===== src/codec_regs_pkg.sv =====
// package for the capture/mode control register bank
// assumes a 32-bit avalon-mm slave with word addressing by byte address
package codec_regs_pkg;
    // ==========================================================
    // register indices and byte addresses
    localparam logic [3:0] IDX_CAPTURE = 4'h6;
    localparam logic [3:0] IDX_MODE = 4'h7;
    localparam logic [3:0] IDX_IDENTITY = 4'h8;
    localparam logic [3:0] IDX_PENDING = 4'h9;
    localparam int ADDR_W = 6;
    localparam logic [5:0] ADDR_CAPTURE = {IDX_CAPTURE, 2'b00};
    localparam logic [5:0] ADDR_MODE = {IDX_MODE, 2'b00};
    localparam logic [5:0] ADDR_IDENTITY = {IDX_IDENTITY, 2'b00};
    localparam logic [5:0] ADDR_PENDING = {IDX_PENDING, 2'b00};
    // ==========================================================
    // field positions
    localparam int CAP_DITHER = 5;
    localparam int CAP_FRAMING = 4;
    localparam int CAP_MUTE_B = 3;
    localparam int CAP_MUTE_A = 2;
    localparam int CAP_HPF_OFF_B = 1;
    localparam int CAP_HPF_OFF_A = 0;
    localparam int MODE_LOOPBACK = 4;
    localparam int MODE_PAIRING = 3;
    localparam int MODE_HOLD = 2;
    localparam int MODE_HOST_SEL = 1;
    localparam int MODE_LOW_POWER = 0;
    localparam logic [7:0] CAP_MASK = 8'h3F;
    localparam logic [7:0] MODE_MASK = 8'h1F;
    // ==========================================================
    // reset values
    localparam logic [7:0] CAPTURE_RESET = 8'h00;
    localparam logic [7:0] MODE_RESET = 8'h01;
    localparam logic [31:0] UNMAPPED_DATA = 32'h0000_0000;
    // ==========================================================
    // capture framing encodings
    localparam logic FRAMING_LEFT_JUST = 1'b0;
    localparam logic FRAMING_I2S = 1'b1;

    typedef struct packed {
        logic dither_16;
        logic framing_i2s;
        logic [1:0] capture_mute;
        logic [1:0] hpf_disable;
    } capture_ctrl_s;

    typedef struct packed {
        logic loopback;
        logic mute_output_pairing;
        logic host_register_mode_select;
        logic low_power_request;
    } mode_ctrl_s;
endpackage


===== src/codec_adc_mode_control_regs.sv =====
// register bank: capture control, global mode control and identity
// assumes an avalon-mm master on clk_in; the mute requests come from
// the output path on the same clock, so they are not synchronised
// Notes on behaviour
// - capture dither bit enables dither on 16-bit captured data.
// - capture framing bit: 0 left-justified (default), 1 I2S.
// - two capture mute bits mute channel A and B independently.
// - high-pass disable bits freeze the offset estimate, still subtracted.
// - mode loopback bit routes captured samples to the playback path.
// - pairing bit ANDs both channel mute indications onto both pins.
// - while the hold bit is set, writes are stored but applied together later.
// - host-mode select bit resets cleared; setting it enters register mode.
// - low-power bit resets set; host clears it to start operation.
// - register contents are kept unchanged in the low-power state.
// - identity register is read-only: type code 7:4, revision 3:0.
// - mute indication pins are active low.
//
// Decided for this implementation: the Avalon-MM slave port.
`timescale 1ns/1ns
module codec_adc_mode_control_regs #(
    // arbitrary neutral identity values
    parameter logic [3:0] DEVICE_TYPE_CODE = 4'hA,
    parameter logic [3:0] SILICON_STEP_CODE = 4'h5
) (
    input wire logic clk_in,
    input wire logic rst_in,
    input wire logic [codec_regs_pkg::ADDR_W-1:0] avs_address_in,
    input wire logic avs_read_in,
    input wire logic avs_write_in,
    input wire logic [31:0] avs_writedata_in,
    input wire logic [3:0] avs_byteenable_in,
    output logic [31:0] avs_readdata_out,
    output logic avs_waitrequest_out,
    input wire logic chan_a_mute_request_in,
    input wire logic chan_b_mute_request_in,
    output codec_regs_pkg::capture_ctrl_s capture_ctrl_out,
    output codec_regs_pkg::mode_ctrl_s mode_ctrl_out,
    output logic chan_a_mute_indication_n_out,
    output logic chan_b_mute_indication_n_out
);
    // ==========================================================
    // bus handshake: one wait cycle, answer on the second edge
    logic ack_q;
    logic access;
    logic wr_take;
    logic rd_take;
    logic [7:0] cap_shadow_q;
    logic [7:0] mode_shadow_q;
    logic [7:0] cap_live_q;
    logic [7:0] mode_live_q;
    logic [7:0] wr_byte;
    logic hold_now;
    logic hold_next;

    assign access = (avs_read_in | avs_write_in) & ~ack_q;
    assign avs_waitrequest_out = (avs_read_in | avs_write_in) & ~ack_q;
    assign wr_take = avs_write_in & ack_q & avs_byteenable_in[0];
    assign rd_take = avs_read_in & ack_q;
    assign wr_byte = avs_writedata_in[7:0];

    always_ff @(posedge clk_in) begin
        if (rst_in) begin
            ack_q <= 1'b0;
        end else begin
            ack_q <= access;
        end
    end

    function automatic logic addr_is(input logic [codec_regs_pkg::ADDR_W-1:0] a,
                                     input logic [5:0] target);
        return a == target;
    endfunction

    // ==========================================================
    // shadow registers hold what software wrote; retained in low power
    always_ff @(posedge clk_in) begin
        if (rst_in) begin
            cap_shadow_q <= codec_regs_pkg::CAPTURE_RESET;
            mode_shadow_q <= codec_regs_pkg::MODE_RESET;
        end else if (wr_take) begin
            if (addr_is(avs_address_in, codec_regs_pkg::ADDR_CAPTURE)) begin
                cap_shadow_q <= wr_byte & codec_regs_pkg::CAP_MASK;
            end
            if (addr_is(avs_address_in, codec_regs_pkg::ADDR_MODE)) begin
                mode_shadow_q <= wr_byte & codec_regs_pkg::MODE_MASK;
            end
            // identity and unmapped writes fall through untouched
        end
    end

    // ==========================================================
    // live copies drive the datapath; hold defers every change
    assign hold_now = mode_shadow_q[codec_regs_pkg::MODE_HOLD];
    assign hold_next = (wr_take && addr_is(avs_address_in, codec_regs_pkg::ADDR_MODE))
        ? wr_byte[codec_regs_pkg::MODE_HOLD] : hold_now;

    always_ff @(posedge clk_in) begin
        if (rst_in) begin
            cap_live_q <= codec_regs_pkg::CAPTURE_RESET;
            mode_live_q <= codec_regs_pkg::MODE_RESET;
        end else if (!hold_now && !hold_next) begin
            // tracks the shadow one cycle later; on release of hold all
            // pending fields land on the same edge
            cap_live_q <= cap_shadow_q;
            mode_live_q <= mode_shadow_q;
        end
    end

    // ==========================================================
    // control outputs to the converter path
    always_ff @(posedge clk_in) begin
        if (rst_in) begin
            capture_ctrl_out <= '0;
            mode_ctrl_out <= '0;
            mode_ctrl_out.low_power_request <= 1'b1;
        end else begin
            capture_ctrl_out.dither_16 <= cap_live_q[codec_regs_pkg::CAP_DITHER];
            capture_ctrl_out.framing_i2s <= cap_live_q[codec_regs_pkg::CAP_FRAMING];
            capture_ctrl_out.capture_mute <= {cap_live_q[codec_regs_pkg::CAP_MUTE_B],
                                              cap_live_q[codec_regs_pkg::CAP_MUTE_A]};
            capture_ctrl_out.hpf_disable <= {cap_live_q[codec_regs_pkg::CAP_HPF_OFF_B],
                                             cap_live_q[codec_regs_pkg::CAP_HPF_OFF_A]};
            mode_ctrl_out.loopback <= mode_live_q[codec_regs_pkg::MODE_LOOPBACK];
            mode_ctrl_out.mute_output_pairing <= mode_live_q[codec_regs_pkg::MODE_PAIRING];
            mode_ctrl_out.host_register_mode_select <= mode_live_q[codec_regs_pkg::MODE_HOST_SEL];
            mode_ctrl_out.low_power_request <= mode_live_q[codec_regs_pkg::MODE_LOW_POWER];
        end
    end

    // ==========================================================
    // mute indication pins, active low
    always_ff @(posedge clk_in) begin
        if (rst_in) begin
            chan_a_mute_indication_n_out <= 1'b1;
            chan_b_mute_indication_n_out <= 1'b1;
        end else if (mode_live_q[codec_regs_pkg::MODE_PAIRING]) begin
            chan_a_mute_indication_n_out <= ~(chan_a_mute_request_in & chan_b_mute_request_in);
            chan_b_mute_indication_n_out <= ~(chan_a_mute_request_in & chan_b_mute_request_in);
        end else begin
            chan_a_mute_indication_n_out <= ~chan_a_mute_request_in;
            chan_b_mute_indication_n_out <= ~chan_b_mute_request_in;
        end
    end

    // ==========================================================
    // read data, captured on the wait cycle and held until the answer
    always_ff @(posedge clk_in) begin
        if (rst_in) begin
            avs_readdata_out <= codec_regs_pkg::UNMAPPED_DATA;
        end else if (avs_read_in && !ack_q) begin
            unique case (1'b1)
                addr_is(avs_address_in, codec_regs_pkg::ADDR_CAPTURE):
                    avs_readdata_out <= {24'h000000, cap_shadow_q};
                addr_is(avs_address_in, codec_regs_pkg::ADDR_MODE):
                    avs_readdata_out <= {24'h000000, mode_shadow_q};
                addr_is(avs_address_in, codec_regs_pkg::ADDR_IDENTITY):
                    avs_readdata_out <= {24'h000000, DEVICE_TYPE_CODE, SILICON_STEP_CODE};
                addr_is(avs_address_in, codec_regs_pkg::ADDR_PENDING):
                    // bit 0 set while a stored change has not been applied yet
                    avs_readdata_out <= {31'h00000000,
                        (cap_shadow_q != cap_live_q) || (mode_shadow_q != mode_live_q)};
                default:
                    avs_readdata_out <= codec_regs_pkg::UNMAPPED_DATA;
            endcase
        end
    end

    logic unused_rd;
    assign unused_rd = rd_take;
endmodule


===== config.mk =====
export PLATFORM = sky130hd
export DESIGN_NAME = codec_adc_mode_control_regs
export DESIGN_NICKNAME = d
export VERILOG_FILES = /design/src/codec_regs_pkg.sv /design/src/codec_adc_mode_control_regs.sv
export SDC_FILE = /design/constraint.sdc
export NUM_CORES = 1
export LEC_CHECK = 0
export CAP_MARGIN = 0
export CORE_MARGIN = 2
export CORE_UTILIZATION = 61
export CTS_CLUSTER_SIZE = 40
export DETAILED_ROUTE_END_ITERATION = 8
export DONT_BUFFER_PORTS = 1
export GPL_TIMING_DRIVEN = 0
export HOLD_SLACK_MARGIN = 0.02
export PLACE_DENSITY = 0.77
export SYNTH_ARGS = -nofsm -noshare
export SYNTH_HDL_FRONTEND = slang
export SYNTH_SLANG_ARGS = --single-unit

===== constraint.sdc =====
create_clock -name clk_in -period 1.7 [get_ports clk_in]
set_input_delay 0.17 -clock clk_in [delete_from_list [all_inputs] [get_ports clk_in]]
set_output_delay 0.17 -clock clk_in [all_outputs]
set_load 0.05 [all_outputs]

==> results of run 1 <==
==> worst paths after layout <==
check	from	endpoint	slack [ps]
worst min register to register	mode_live_q[1]$_SDFFE_PP0P_	mode_ctrl_out[1]$_SDFF_PP0_	500
worst max register to register	ack_q$_SDFF_PP0_	mode_live_q[3]$_SDFFE_PP0P_	120
worst max-delay path	ack_q$_SDFF_PP0_	mode_live_q[3]$_SDFFE_PP0P_	120
worst min-delay path	avs_read_in	ack_q$_SDFF_PP0_	30
==> registers in the layout, indices dropped and copies added, names as in the netlist <==
signal                        flops
mode_shadow_q                     5
chan_b_mute_indication_n_out      1
avs_readdata_out                  7
ack_q                             1
cap_live_q                        6
mode_live_q                       5
mode_ctrl_out                     4
cap_shadow_q                      6
capture_ctrl_out                  6
chan_a_mute_indication_n_out      1
==> kinds of logic after synthesis <==
group	Yosys count
AOI/OAI and AO/OA	14
xor gates and xnor gates	11
buffers and inverters	36
DFF	42
muxes	24
other	1
and+or+nand+nor	68
==> layer usage <==
metal,vias to the layer above,wire (um)
met5,-,0
met4,0,42
met3,7,180
met2,50,2010
met1,647,1440
li1,684,-
==> repair_timing <==
item                                   in CTS  in global routing
hold buffers                               10                  0
endpoints found under the hold margin      15                  0
setup buffers                               0                  0
==> layout by cell type (no fill, tap or decap), types with 2 or more instances in the layout <==
cell,synthesis,final
inv_1,3,3
dlygate4sd3_1,0,10
nand3_1,5,5
nor2_1,29,29
nand2_1,5,5
clkbuf_4,0,5
nand2b_1,3,3
nor2b_1,11,11
clkbuf_1,6,8
buf_4,25,25
xnor2_1,11,11
dfxtp_1,42,42
mux2i_1,20,20
nand3b_1,3,3
nand4_1,4,4
a21oi_1,7,7
conb_1,1,25
mux2_2,4,4
buf_6,2,2
==> layout make-up <==
cell class	instances	area (um^2)	area share, %
sequential	42	841	38.4
tap	33	41.3	1.88
multi-input combinational	142	891	40.6
inverter	3	11.3	0.514
clock inverter	1	30.0	1.37
buffer	33	233	10.6
timing repair buffer	10	100	4.57
clock buffer	7	45.0	2.05
==> power groups by stage <==
stage / clock network, mW / logic [mW] / registers [mW]
global route: 0.665 / 0.278 / 1.01
CTS: 0.620 / 0.259 / 1.01
finish: 0.609 / 0.264 / 1.01
floorplan: 0 / 0.224 / 1.03
detailed placement: 0 / 0.238 / 1.03
global placement: 0 / 0.237 / 1.03
==> critical path, cell delays in order (launching register included) <==
cell	delay, ps
dfxtp_1	410
nand4_1	210
o41a_1	440
buf_6	190
mux2i_1	160
nor2_1	60
==> impl_metrics.toml, run 1 <==
[synthesis]
synth_compound_area_share_pct = 4.71
syn_area_mm2 = 0.00189
synthCells = 196
synthTopCellsByCount = "dfxtp_1, nor2_1, buf_4"
synth_top_area_share_pct = 44.6
synth_top_family_by_area = "simple AND/OR/NAND/NOR gates"
synth.avg_cell_area_um2 = 9.62
synth_ff_type = "dfxtp_1"
synth_warnings = 0
synthSimpleGateAreaFrac_pct = 19.4
synth_edf_count = 0
synthMuxAreaShare_pct = 13.0
ys_top_cells_by_area = "dfxtp_1, mux2i_1, buf_4, nor2_1, xnor2_1"
synth.distinct_cells = 32
yosysMostFrequentCell = "dfxtp_1"
seq_area_frac_synth_pct = 44.6
synthAdderAreaFrac_pct = 0
yosys.area.top_type = "dfxtp_1"
async_flop_share_pct = 0
synth-xor-area-share_pct = 5.11
ys_seq_elements = 42

[cts]
post_cts_resized = 0
cts_tree = "yes"
cts.sinks = 42
cts_root_buffer = "clkbuf_4"
h-tree-depth = 2
clk_latency_ps = 340
cts_made_buffers = 5
clk_pin_slew_worst_paths_ps = 110
cts.path.max_buffers = 2

[timing]
hold_slack_ps = 27.0
period_needed_ps = 1580
relSlewSlack_pct = 40.9
finalSetupTns_ps = 0
hold_viol = 0
finalCritPeriodShare_pct = 92.8
setup_violations = 0
fmaxAchievable_ghz = 0.634
rsz0062_at_grt = "false"
tightestPinTransition_ps = 884
slew_viol_final = 0
setup_slack_ps = 123
worst_clock_skew_ps = 9.87

[drt]
via_per_inst = 5.12
firstDrtPassIters = 4
finalWirelength_um = 3670
drt_iter0_markers = 34
ant_nets = 0
wl_per_cell_um = 13.5
vias = 1388
drc = 0

[grt]
gr-usage-met3_pct = 5.02
top_usage_layer = "met2"
grt_first_pass_wirelength_um = 5730
use_met1_pct = 24.5
grt_overflow = 0
grt_pass1_vias = 1284
grt_use_met2_pct = 39.1
grt_usage_pct = 21.9
grt_max_degree = 13
antenna_found_initial = 0

[placed_design]
dp_hpwl_um = 2720
dp_cells = 253
placed_area_mm2 = 0.00202
port_buffers = 0
pre_cts_ws_ps = 104
place_congestion = 0.849

[critical_path]
cp.arrival_ps = 1800
endpoint_kind = "flop"
cp.required_ps = 1920
rr_worst_depth = 5
critical_path_class = "flop to flop"
crit_fanout = 10
start_kind = "flop"

[layout]
n_antenna_cell = 0
final_layout_size_suffix_gt1_share_pct = 17.2
fin_cells = 271
nets = 285
fill_cells = 246
fin_area_mm2 = 0.00219
area_delta_synth_final_pct = 16.3
fin_util_pct = 73.0

[power]
leakagePower_nw = 0.941
switchingPower_mw = 0.505
switching_share_pct = 26.8
peakVddDrop_uv = 614
p_clk_share_pct = 32.3
internal_power_mw = 1.38
powerDensity_mw_per_mm2 = 859
power_mw = 1.88
seqPwrFrac_pct = 53.7
combPwrFrac_pct = 14.0

[floorplan]
die_y_um = 59.6
core_area_mm2 = 0.00300
dieWidth_um = 59.6
num_io_pins = 93
row_count = 20
dieArea_mm2 = 0.00355
start_util_pct = 62.8

[hold_path]
hp-class = "input pin to flop"
hold_path_depth = 2

[run_status]
status = "completed"

[flow_run]
maxCapViolCount = 0
No activity file was read; power rests on OpenSTA's default activity.
==> run 2, diff against run 1 <==
--- a/config.mk
+++ b/config.mk
@@ -14,6 +14,7 @@
 export GPL_TIMING_DRIVEN = 0
 export HOLD_SLACK_MARGIN = 0.02
 export PLACE_DENSITY = 0.77
+export REMOVE_ABC_BUFFERS = 1
 export SYNTH_ARGS = -nofsm -noshare
 export SYNTH_HDL_FRONTEND = slang
 export SYNTH_SLANG_ARGS = --single-unit
==> impl_metrics.toml, run 2 (synthesis results as in run 1) <==
[run_status]
status = "completed"

[drt]
vias = 1360
wl_per_cell_um = 14.6
ant_nets = 0
drc = 0
firstDrtPassIters = 4
drt_iter0_markers = 36
finalWirelength_um = 3730
via_per_inst = 5.31

[critical_path]
crit_fanout = 12
start_kind = "flop"
crit_path_start = "ack_q$_SDFF_PP0_"
worstPathCellList = "nand4_1 > o41a_4 > mux2i_1 > nor2_1"
cp.arrival_ps = 1870
critical_path_class = "flop to flop"
cp.required_ps = 1920
slowest_stage = "o41a_4"
reg2reg_from = "ack_q$_SDFF_PP0_"
crit_family = "compound AO/OA/AOI/OAI gates"
slowest_delay_ps = 520
endpoint_kind = "flop"
critPathBufInv = 0

[grt]
antenna_found_initial = 0
grt_max_degree = 43
grt_pass1_vias = 1237
grt_usage_pct = 21.1
grt_first_pass_wirelength_um = 5380
grt_overflow = 0

[hold_path]
hp-start = "rst_in"
hp-class = "input pin to flop"

[layout]
final_cell_mix = "dfxtp_1, nor2_1, dlygate4sd3_1, conb_1, mux2i_1"
regMostFlops = "avs_readdata_out"
nets = 270
fin_util_pct = 71.3
n_antenna_cell = 0
largest_reg_flops = 7
final_common_cell = "dfxtp_1"
final_layout_size_suffix_gt1_share_pct = 8.07
area_delta_synth_final_pct = 13.5

[timing]
period_needed_ps = 1650
fmaxAchievable_ghz = 0.605
slew_viol_final = 0
relSlewSlack_pct = 39.0
worst_clock_skew_ps = 6.63
setup_violations = 0
finalCritPeriodShare_pct = 97.2
tightestPinTransition_ps = 912
finalSetupTns_ps = 0
hold_viol = 0

[power]
powerDensity_mw_per_mm2 = 807
leakagePower_nw = 0.899
peakVddDrop_uv = 530

[floorplan]
row_count = 20
core_area_mm2 = 0.00300
dieArea_mm2 = 0.00355
dieWidth_um = 59.6
num_io_pins = 93
die_y_um = 59.6
start_util_pct = 62.8

[placed_design]
dp_hpwl_um = 2270
port_buffers = 0
place_congestion = 0.821

[cts]
cts_root_buffer = "clkbuf_4"
h-tree-depth = 2
cts_tree = "yes"
clk_latency_ps = 350
cts_made_buffers = 5
cts.sinks = 42
clk_pin_slew_worst_paths_ps = 120
cts.path.max_buffers = 2

[flow_run]
maxCapViolCount = 0
==> run 2: cell count changes in the layout (fill, tap and decap cells not counted), sizes merged <==
cell         before  now
buf              27    0
dlygate4sd3      10   28
clkbuf           13    7
bufinv            1    0
clkinv            0    1
==> run 2: area by class of cell <==
cell class	count	area, um^2
Tap cell	33	41.3
Clock inverter	1	5.00
Clock buffer	7	55.1
Sequential cell	42	841
Timing Repair Buffer	28	280
Inverter	3	11.3
Fill cell	241	863
Multi-Input combinational cell	142	906
==> run 2: metrics by stage <==
step                area (um^2)  setup slack [ps]  power, mW  instances  hold WS, ps
finish                     2140              48.0       1.73        256         92.3
global route               2140             -15.2       1.79        256         85.5
CTS                        2040             0.458       1.70        248         -140
detailed placement         1780              11.1       1.20        220          244
global placement           1780              34.9       1.20        220          243
floorplan                  1740               186       1.19        187          239
==> run 2: tightest hold or removal path, stage by stage <==
cell and delay [ps]:
or2_2 100, nor2_1 40, a21oi_1 100
==> run 2: routing by layer <==
metal	up-vias	GRT usage [%]	share of wire [%]
li1	663	-	-
met1	644	22.0	41
met2	45	37.2	52
met3	8	8.52	5.3
met4	0	8.89	1.7
met5	-	0	0
==> run 2: worst paths after layout <==
check / end / slack, ps / cells after the start
worst max-delay path: mode_live_q[3]$_SDFFE_PP0P_ / 50 / 4
worst min-delay path: mode_live_q[0]$_SDFFE_PP1P_ / 90 / 3
worst min register to register: mode_live_q[2]$_SDFFE_PP0P_ / 510 / 1
worst max register to register: mode_live_q[3]$_SDFFE_PP0P_ / 50 / 4
==> run 2: where the power goes <==
| group | switching (mW) | leakage (nW) | total, mW | internal, mW |
|---|---|---|---|---|
| registers | 0.0220 | 0.339 | 1.01 | 0.990 |
| logic | 0.169 | 0.524 | 0.207 | 0.0382 |
| clock network | 0.307 | 0.0353 | 0.507 | 0.201 |
| total | 0.497 | 0.899 | 1.73 | 1.23 |
==> run 2: timing repair <==
action,CTS,global route
hold buffers,20,8
buffers inserted,0,0
endpoints found under the setup margin,0,15
hold endpoints to repair,42,24
resized for setup,0,4
==> run 3, diff against run 2 <==
==> constraint.sdc (replaced) <==
create_clock -name clk_in -period 1.7 [get_ports clk_in]
set_input_delay 0.34 -clock clk_in [delete_from_list [all_inputs] [get_ports clk_in]]
set_output_delay 0.34 -clock clk_in [all_outputs]
set_load 0.02 [all_outputs]
==> impl_metrics.toml, run 3 (synthesis results as in run 1) <==
[run_status]
status = "completed"

[timing]
fmaxAchievable_ghz = 0.648
setup_slack_ps = 157
worst_clock_skew_ps = 10.0
tightestPinTransition_ps = 605
relSlewSlack_pct = 59.4
finalCritPeriodShare_pct = 90.8
setup_violations = 0
period_needed_ps = 1540
slew_viol_final = 0
hold_viol = 0
rsz0062_at_grt = "false"

[critical_path]
critical_path_class = "flop to flop"
cp.arrival_ps = 1790
crit_path_start = "ack_q$_SDFF_PP0_"
critPathBufInv = 0
endpoint_kind = "flop"
crit_family = "compound AO/OA/AOI/OAI gates"
cp.required_ps = 1940
start_kind = "flop"
slowest_stage = "o41a_4"
crit_fanout = 12
slowest_delay_ps = 520
reg2reg_from = "ack_q$_SDFF_PP0_"
worstPathCellList = "nand4_1 > o41a_4 > mux2i_1 > nor2_1"

[layout]
regMostFlops = "avs_readdata_out"
largest_reg_flops = 7
final_common_cell = "dfxtp_1"
n_antenna_cell = 0
fin_util_pct = 62.1
area_delta_synth_final_pct = -1.13
final_layout_size_suffix_gt1_share_pct = 8.16
nets = 243
final_cell_mix = "dfxtp_1, nor2_1, conb_1, mux2i_1"
fin_cells = 229

[cts]
post_cts_buffers = 0
clk_latency_ps = 350
cts_made_buffers = 5
cts.sinks = 42
cts_tree = "yes"
clk_pin_slew_worst_paths_ps = 110
cts_root_buffer = "clkbuf_4"
h-tree-depth = 2
cts.path.max_buffers = 2

[floorplan]
die_y_um = 59.6
dieArea_mm2 = 0.00355
row_count = 20
dieWidth_um = 59.6
start_util_pct = 62.8
core_area_mm2 = 0.00300
num_io_pins = 93

[drt]
wl_per_cell_um = 14.0
drt_iter0_markers = 18
via_per_inst = 5.41
vias = 1238
drc = 0
ant_nets = 0
firstDrtPassIters = 6
finalWirelength_um = 3200

[grt]
grt_overflow = 0
antenna_found_initial = 0
grt_first_pass_wirelength_um = 4970
grt_pass1_vias = 1165
grt_usage_pct = 19.4
grt_max_degree = 43

[power]
powerDensity_mw_per_mm2 = 857
peakVddDrop_uv = 517
leakagePower_nw = 0.750

[hold_path]
hp-class = "input pin to flop"
hp-start = "rst_in"

[placed_design]
place_congestion = 0.821
pre_cts_ws_ps = -159
dp_hpwl_um = 2270
dp_cells = 220
port_buffers = 0

[flow_run]
maxCapViolCount = 0
## run 3: cell types whose count changed in the layout (fill, tap and decap cells not counted)
cell / before / now
nand2b_1: 2 / 3
nor2b_1: 10 / 11
nand2b_2: 1 / 0
nor2b_2: 1 / 0
dlygate4sd3_1: 28 / 1
## run 3: layout make-up
| cell class | instances | area (um^2) |
|---|---|---|
| clock buffers | 7 | 55.1 |
| clock inverters | 1 | 5.00 |
| fillers | 267 | 1140 |
| inverters | 3 | 11.3 |
| multi-input cells | 142 | 901 |
| flip-flops and latches | 42 | 841 |
| well taps | 33 | 41.3 |
| repair buffers | 1 | 10.0 |
## run 3: worst paths after layout
| check | cells past startpoint | slack, ps | to |
|---|---|---|---|
| setup reg to reg | 4 | 160 | cap_live_q[3]$_SDFFE_PP0P_ |
| hold reg to reg | 1 | 490 | capture_ctrl_out[1]$_SDFF_PP0_ |
| hold / removal | 1 | 40 | mode_ctrl_out[2]$_SDFF_PP0_ |
| setup / recovery | 4 | 160 | cap_live_q[3]$_SDFFE_PP0P_ |
## run 3: metrics by stage
| step | power (mW) | setup TNS, ps | instance area, um^2 | hold WS [ps] |
|---|---|---|---|---|
| floorplan | 1.11 | 0 | 1740 | 409 |
| global placement | 1.11 | -1440 | 1780 | 413 |
| detailed placement | 1.11 | -1700 | 1780 | 414 |
| CTS | 1.61 | 0 | 1840 | 29.0 |
| global route | 1.67 | 0 | 1860 | 22.2 |
| finish | 1.60 | 0 | 1860 | 41.9 |
## run 3: per-layer routing
layer,wire length (um),track usage [%],part of all wire (%),vias to the layer above
li1,-,-,-,605
met1,1270,18.9,40,581
met2,1640,35.8,51,45
met3,231,8.08,7.2,7
met4,53,7.62,1.7,0
met5,0,0,0,-
## run 3: timing repair
action | CTS | global route
endpoints found under the hold margin | 0 | 8
hold buffers | 0 | 1
gates resized for setup | 0 | 2
setup endpoints to repair | 0 | 11
## run 3: power by group
group | internal, mW | switching, mW | leakage [nW]
sequential | 0.990 | 0.0112 | 0.339
clock | 0.201 | 0.299 | 0.0353
combinational | 0.0180 | 0.0788 | 0.376
